$ cat src/core/period_timer_regs.svh
// Register map, field positions, reset values and ratios of the period timer.
// Assumes an 8-bit register port with byte addresses as listed here.
`ifndef PERIOD_TIMER_REGS_SVH
`define PERIOD_TIMER_REGS_SVH

`define ADDR_W 8
`define DATA_W 8

`define OFS_IRQ_FLAGS 8'h0c
`define OFS_COUNTER 8'h11
`define OFS_CONTROL 8'h12
`define OFS_IRQ_ENABLES 8'h8c
`define OFS_LIMIT 8'h92

`define RST_IRQ_FLAGS 8'h00
`define RST_COUNTER 8'h00
`define RST_CONTROL 7'h00
`define RST_IRQ_ENABLES 8'h00
`define RST_LIMIT 8'hff
`define RD_IDLE 8'h00

`define CTRL_W 7
`define CTRL_PRE_LO 0
`define CTRL_PRE_HI 1
`define CTRL_RUN 2
`define CTRL_POST_LO 3
`define CTRL_POST_HI 6
`define MATCH_BIT 1

`define PRE_W 4
`define POST_W 4
`define PHASE_W 2
`define PHASE_LAST 2'h3
`define PRE_SEL_DIV1 2'h0
`define PRE_SEL_DIV4 2'h1
`define PRE_LAST_DIV1 4'h0
`define PRE_LAST_DIV4 4'h3
`define PRE_LAST_DIV16 4'hf

`endif

$ cat src/core/period_timer_pkg.sv
// Types shared by the period timer design.
// Assumes the register header sits beside this file.
`include "period_timer_regs.svh"

package period_timer_pkg;

    typedef struct packed {
        logic [`PHASE_W-1:0] phase;
        logic [`PRE_W-1:0] pre;
        logic [`DATA_W-1:0] count;
        logic [`DATA_W-1:0] limit;
        logic [`CTRL_W-1:0] ctrl;
        logic [`POST_W-1:0] post;
        logic flag;
        logic [`DATA_W-1:0] irq_en;
        logic match;
        logic irq;
        logic [`DATA_W-1:0] rdata;
    } state_s;

endpackage

$ cat src/core/period_timer.sv
// 8-bit period timer with prescaler, period limit and postscaler.
// Assumes clk_in is the oscillator clock and one reset covers every cause.
//
// Local design decision: the plain strobed port.
`timescale 1ns/100ps

module period_timer
    import period_timer_pkg::*;
(
    input wire logic clk_in,
    input wire logic rst_in,
    input wire logic [`ADDR_W-1:0] addr_in,
    input wire logic [`DATA_W-1:0] wdata_in,
    input wire logic wr_in,
    input wire logic rd_in,
    output logic [`DATA_W-1:0] rdata_out,
    output logic irq_out,
    output logic match_pulse_out,
    output logic [`DATA_W-1:0] timebase_out,
    output logic [`DATA_W-1:0] timebase_limit_out
);

    state_s state_reg;
    state_s state_next;

    ////////////////////////////////////////////////////////////////////////
    // Next state

    always_comb begin
        logic wr_count;
        logic wr_ctrl;
        logic inst_tick;
        logic pre_tick;
        logic [`PRE_W-1:0] pre_last;
        logic set_flag;
        logic [`DATA_W-1:0] flags_view;
        logic [`DATA_W-1:0] ctrl_view;

        state_next = state_reg;
        pre_last = `PRE_LAST_DIV16;
        inst_tick = 1'b0;
        flags_view = '0;
        ctrl_view = '0;
        wr_count = wr_in && (addr_in == `OFS_COUNTER);
        wr_ctrl = wr_in && (addr_in == `OFS_CONTROL);
        set_flag = 1'b0;
        pre_tick = 1'b0;
        state_next.match = 1'b0;

        // Instruction clock: one tick every fourth rising oscillator edge
        inst_tick = (state_reg.phase == `PHASE_LAST);
        state_next.phase = state_reg.phase + 1'b1;

        unique case (state_reg.ctrl[`CTRL_PRE_HI:`CTRL_PRE_LO])
            `PRE_SEL_DIV1: pre_last = `PRE_LAST_DIV1;
            `PRE_SEL_DIV4: pre_last = `PRE_LAST_DIV4;
            default: pre_last = `PRE_LAST_DIV16;
        endcase

        if (state_reg.ctrl[`CTRL_RUN] && inst_tick) begin
            if (state_reg.pre >= pre_last) begin
                state_next.pre = '0;
                pre_tick = 1'b1;
            end else begin
                state_next.pre = state_reg.pre + 1'b1;
            end
        end

        // A control write holds the count still in its own cycle
        if (pre_tick && !wr_ctrl) begin
            if (state_reg.count == state_reg.limit) begin
                state_next.count = '0;
                state_next.match = 1'b1;
                // Postscaler ratio is the field value plus one
                if (state_reg.post ==
                    state_reg.ctrl[`CTRL_POST_HI:`CTRL_POST_LO]) begin
                    state_next.post = '0;
                    set_flag = 1'b1;
                end else begin
                    state_next.post = state_reg.post + 1'b1;
                end
            end else begin
                state_next.count = state_reg.count + 1'b1;
            end
        end

        // Software writes win over a same-cycle increment
        if (wr_count) begin
            state_next.count = wdata_in;
            state_next.pre = '0;
            state_next.post = '0;
        end
        if (wr_ctrl) begin
            state_next.ctrl = wdata_in[`CTRL_W-1:0];
            state_next.pre = '0;
            state_next.post = '0;
        end
        if (wr_in && (addr_in == `OFS_LIMIT)) begin
            state_next.limit = wdata_in;
        end
        if (wr_in && (addr_in == `OFS_IRQ_ENABLES)) begin
            state_next.irq_en = wdata_in;
        end
        // Writing zero clears the flag; a coincident postscaler rollover still sets it
        if (wr_in && (addr_in == `OFS_IRQ_FLAGS)) begin
            state_next.flag = wdata_in[`MATCH_BIT];
        end
        if (set_flag) begin
            state_next.flag = 1'b1;
        end

        state_next.irq = state_next.flag &&
            state_next.irq_en[`MATCH_BIT];

        flags_view = '0;
        flags_view[`MATCH_BIT] = state_reg.flag;
        ctrl_view = {1'b0, state_reg.ctrl};

        state_next.rdata = `RD_IDLE;
        if (rd_in) begin
            unique case (addr_in)
                `OFS_IRQ_FLAGS: state_next.rdata = flags_view;
                `OFS_COUNTER: state_next.rdata = state_reg.count;
                `OFS_CONTROL: state_next.rdata = ctrl_view;
                `OFS_IRQ_ENABLES: state_next.rdata = state_reg.irq_en;
                `OFS_LIMIT: state_next.rdata = state_reg.limit;
                default: state_next.rdata = `RD_IDLE;
            endcase
        end
    end

    ////////////////////////////////////////////////////////////////////////
    // State register

    always_ff @(posedge clk_in or posedge rst_in) begin
        if (rst_in) begin
            state_reg.phase <= '0;
            state_reg.pre <= '0;
            state_reg.count <= `RST_COUNTER;
            state_reg.limit <= `RST_LIMIT;
            state_reg.ctrl <= `RST_CONTROL;
            state_reg.post <= '0;
            state_reg.flag <= 1'b0;
            state_reg.irq_en <= `RST_IRQ_ENABLES;
            state_reg.match <= 1'b0;
            state_reg.irq <= 1'b0;
            state_reg.rdata <= `RD_IDLE;
        end else begin
            state_reg <= state_next;
        end
    end

    ////////////////////////////////////////////////////////////////////////
    // Outputs

    assign rdata_out = state_reg.rdata;
    assign irq_out = state_reg.irq;
    assign match_pulse_out = state_reg.match;
    assign timebase_out = state_reg.count;
    assign timebase_limit_out = state_reg.limit;

endmodule

$ cat config.mk
export PLATFORM = sky130hd
export DESIGN_NAME = period_timer
export DESIGN_NICKNAME = d
export VERILOG_FILES = /design/src/core/period_timer_pkg.sv /design/src/core/period_timer.sv
export VERILOG_INCLUDE_DIRS = /design/src /design/src/core
export SDC_FILE = /design/constraint.sdc
export NUM_CORES = 1
export LEC_CHECK = 0
export ABC_CLOCK_PERIOD_IN_PS = 4750
export BUFFER_PORTS_ARGS = -buffer_cell sky130_fd_sc_hd__buf_4
export CAP_MARGIN = 30
export CORE_MARGIN = 2
export CORE_UTILIZATION = 55
export CTS_CLUSTER_DIAMETER = 60
export DETAILED_ROUTE_END_ITERATION = 8
export PLACE_DENSITY = 0.78
export SLEW_MARGIN = 10
export SYNTH_ARGS = -nofsm -noshare
export SYNTH_HDL_FRONTEND = slang
export SYNTH_SLANG_ARGS = --single-unit
export TNS_END_PERCENT = 10
$ cat constraint.sdc
create_clock -name clk_in -period 4.75 [get_ports clk_in]
set_input_delay 0.475 -clock clk_in [delete_from_list [all_inputs] [get_ports clk_in]]
set_output_delay 0.475 -clock clk_in [all_outputs]
set_load 0.03 [all_outputs]
==> results.cfg <==
[run_status]
status = complete, no violations

[sta]
max_freq_mhz = 357.8
fin_worst_skew_ns = 0.005877
finalSetupViolations = 0
slew_viol_final = 0
period_minus_slack_ns = 2.795
rsz0062_at_grt = no
worst_hold_slack_ns = 0.2764
period_share_pct = 58.85
hold_violations = 0
setup_tns_ns = 0
maxSlewHeadroom_pct = 34.11
timing_worst_slew_pin_value_ns = 0.9793

[logic_synthesis]
synth_top_area_share_pct = 39.04
async_flop_share_pct = 100.0
synth_area_um2 = 2820
synth_xor_area_share_pct = 4.658
ys_ff_latch = 52
postSynthCellCount = 268
synth_cell_types = 43
synth_most_common_cell = dfrtp_1
synth_enable_flop_cells = 0
syn_nets = 296
yosys_warnings = 0
synth.yosys.seq_area_share_pct = 46.50
synth_top_family_by_area = simple AND/OR/NAND/NOR gates
yosys.area_share.simple_pct = 14.02
synthTopCellsByArea = dfrtp_1 39%, mux2_2 9.2%, dfstp_2 7.5%
syn_area_per_cell_um2 = 10.52
synth-compound-area-share_pct = 12.20
synth_adder_area_share_pct = 3.549
yosys.area.top_type = dfrtp_1
synth_commonest_cells = 44 x dfrtp_1, 26 x nand2_1, 24 x buf_4
synthMuxAreaShare_pct = 10.07
synth_ff_type = dfrtp_1

[final_layout]
antenna_cells = 0
syn2layout_area_growth_pct = 12.25
utilization_pct = 62.78
drive_gt1_share_pct = 32.31
final_cells = 364
final_nets = 321
largest_register_ffs = 26

[setup_path]
arrival_ns = 3.03
path_class = reg2reg
cp-end-kind = flop
crit_path_start_kind = flop
crit_required_ns = 4.98
critical_path.max_fanout = 10

[pwr]
total_power_w = 0.0009994
ir_worst_vdd_v = 0.0001393
powerDensity_nw_per_um2 = 315.7
power.leakage_nw = 1.498

[place]
dpl.cell_count = 356
dpl.hpwl_mm = 4.521
routabilityCongestion = 0.8959
io_buffers = 45

[clock_network]
hold_buffers = 0
h-tree-depth = 2
clock_latency_ns = 0.30
cts_buffers = 5
cts_tree = yes
clockBufferDepth = 2
cts-resized-gates = 0
clock-sinks = 52
post_cts_buffers = 0
clk_pin_slew_ns = 0.09
clock-root-buffer = clkbuf_8

[die]
chipWidth_um = 75.61
initial_core_util_pct = 55.93
coreArea_um2 = 5042
die_y_um = 75.61
io_pins = 46
fp.dieArea_um2 = 5716
row_count = 26

[route]
ant_nets = 0
num_vias = 2155
vias_per_cell = 5.920
wirelength_mm = 6.126
drt-initial-drc-count = 205
dr.pass1.iters = 7
drc = 0
wl_per_cell_um = 16.83

[global_route]
grt_antenna_before_repair = 0
grt_max_degree = 32
gr-total-overflow = 0
grt_pass1_wl_mm = 10.10
grt_pass1_vias = 2046
track_usage_pct = 23.83

[min_path]
hp-class = in2async

[job]
max_cap_viol_count = 0
path summary, 6_finish.rpt:
| kind | start | end | slack (ns) | depth (start not counted) |
|---|---|---|---|---|
| worst max-delay path | state_reg[23]$_DFFE_PP0N_ | state_reg[21]$_DFFE_PP0P_ | 1.95 | 7 |
| worst min-delay path | rst_in | state_reg[50]$_DFF_PP0_ | 0.28 | 2 |
| worst max register to register | state_reg[23]$_DFFE_PP0N_ | state_reg[21]$_DFFE_PP0P_ | 1.95 | 7 |
| worst min register to register | state_reg[50]$_DFF_PP0_ | state_reg[50]$_DFF_PP0_ | 0.43 | 1 |
| max in group asynchronous | rst_in | timebase_limit_out[5]$_DFFE_PP1P_ | 3.85 | 3 |
| min in group clk_in | wdata_in[7] | timebase_out[7]$_DFFE_PP0P_ | 0.42 | 3 |
final cells by class:
type                            instances  area (µm²)
Timing Repair Buffer                   47       372.9
Fill cell                             408        1877
Clock buffer                            7       86.33
Sequential cell                        52        1311
Inverter                               12       45.04
Clock inverter                          1       7.507
Multi-Input combinational cell        175        1255
Tap cell                               70       87.58
report_power, final:
part | total, W | switching, W | internal [W] | leakage (nW)
sequential | 0.000524 | 0.0000469 | 0.000478 | 0.665
combinational | 0.000216 | 0.000123 | 0.0000929 | 0.788
clock | 0.000259 | 0.000140 | 0.000119 | 0.0445
per-stage QoR:
stage	instance area, µm²	worst slack [ns]
2_1_floorplan	2820	2.366
3_3_place_gp	3044	2.107
3_5_place_dp	3072	2.002
4_1_cts	3166	1.985
5_1_grt	3166	1.736
6_report	3166	1.955
worst max-delay path, stage by stage, from the launching register on:
cell	delay, ns
dfrtp_1	0.40
or2_2	0.31
ha_1	0.27
o21ai_0	0.15
a211oi_2	0.49
nand3_1	0.37
or4b_1	0.57
a21oi_1	0.15
layout by cell type (no fill, tap or decap), types with 7 or more instances in the layout:
master / count
o21ai_0: 8
a222oi_1: 9
xnor2_1: 9
a21oi_1: 21
inv_1: 11
ha_1: 8
mux2_2: 23
nand2_1: 26
nor2_1: 10
dfstp_2: 8
dfrtp_1: 44
buf_4: 46
nand3_1: 7
layer usage:
metal	GRT usage (%)	routed length [µm]	vias up	share of wire, %
met3	5.688	466	7	7.6
met5	0	0	-	0
met2	37.20	2994	92	49
met4	7.018	55	0	0.90
li1	-	-	983	-
met1	33.28	2609	1073	43
logic make-up (layout without fill, tap and decap cells):
group | Yosys count | count (layout)
flip-flops | 52 | 52
AO/OA/AOI/OAI | 51 | 51
AND/OR/NAND/NOR | 76 | 76
XOR/XNOR | 15 | 15
multiplexers | 25 | 25
buffers and inverters | 41 | 67
adder cells (fa/ha/maj) | 8 | 8
Note: power is estimated with default switching activity, not from simulation.
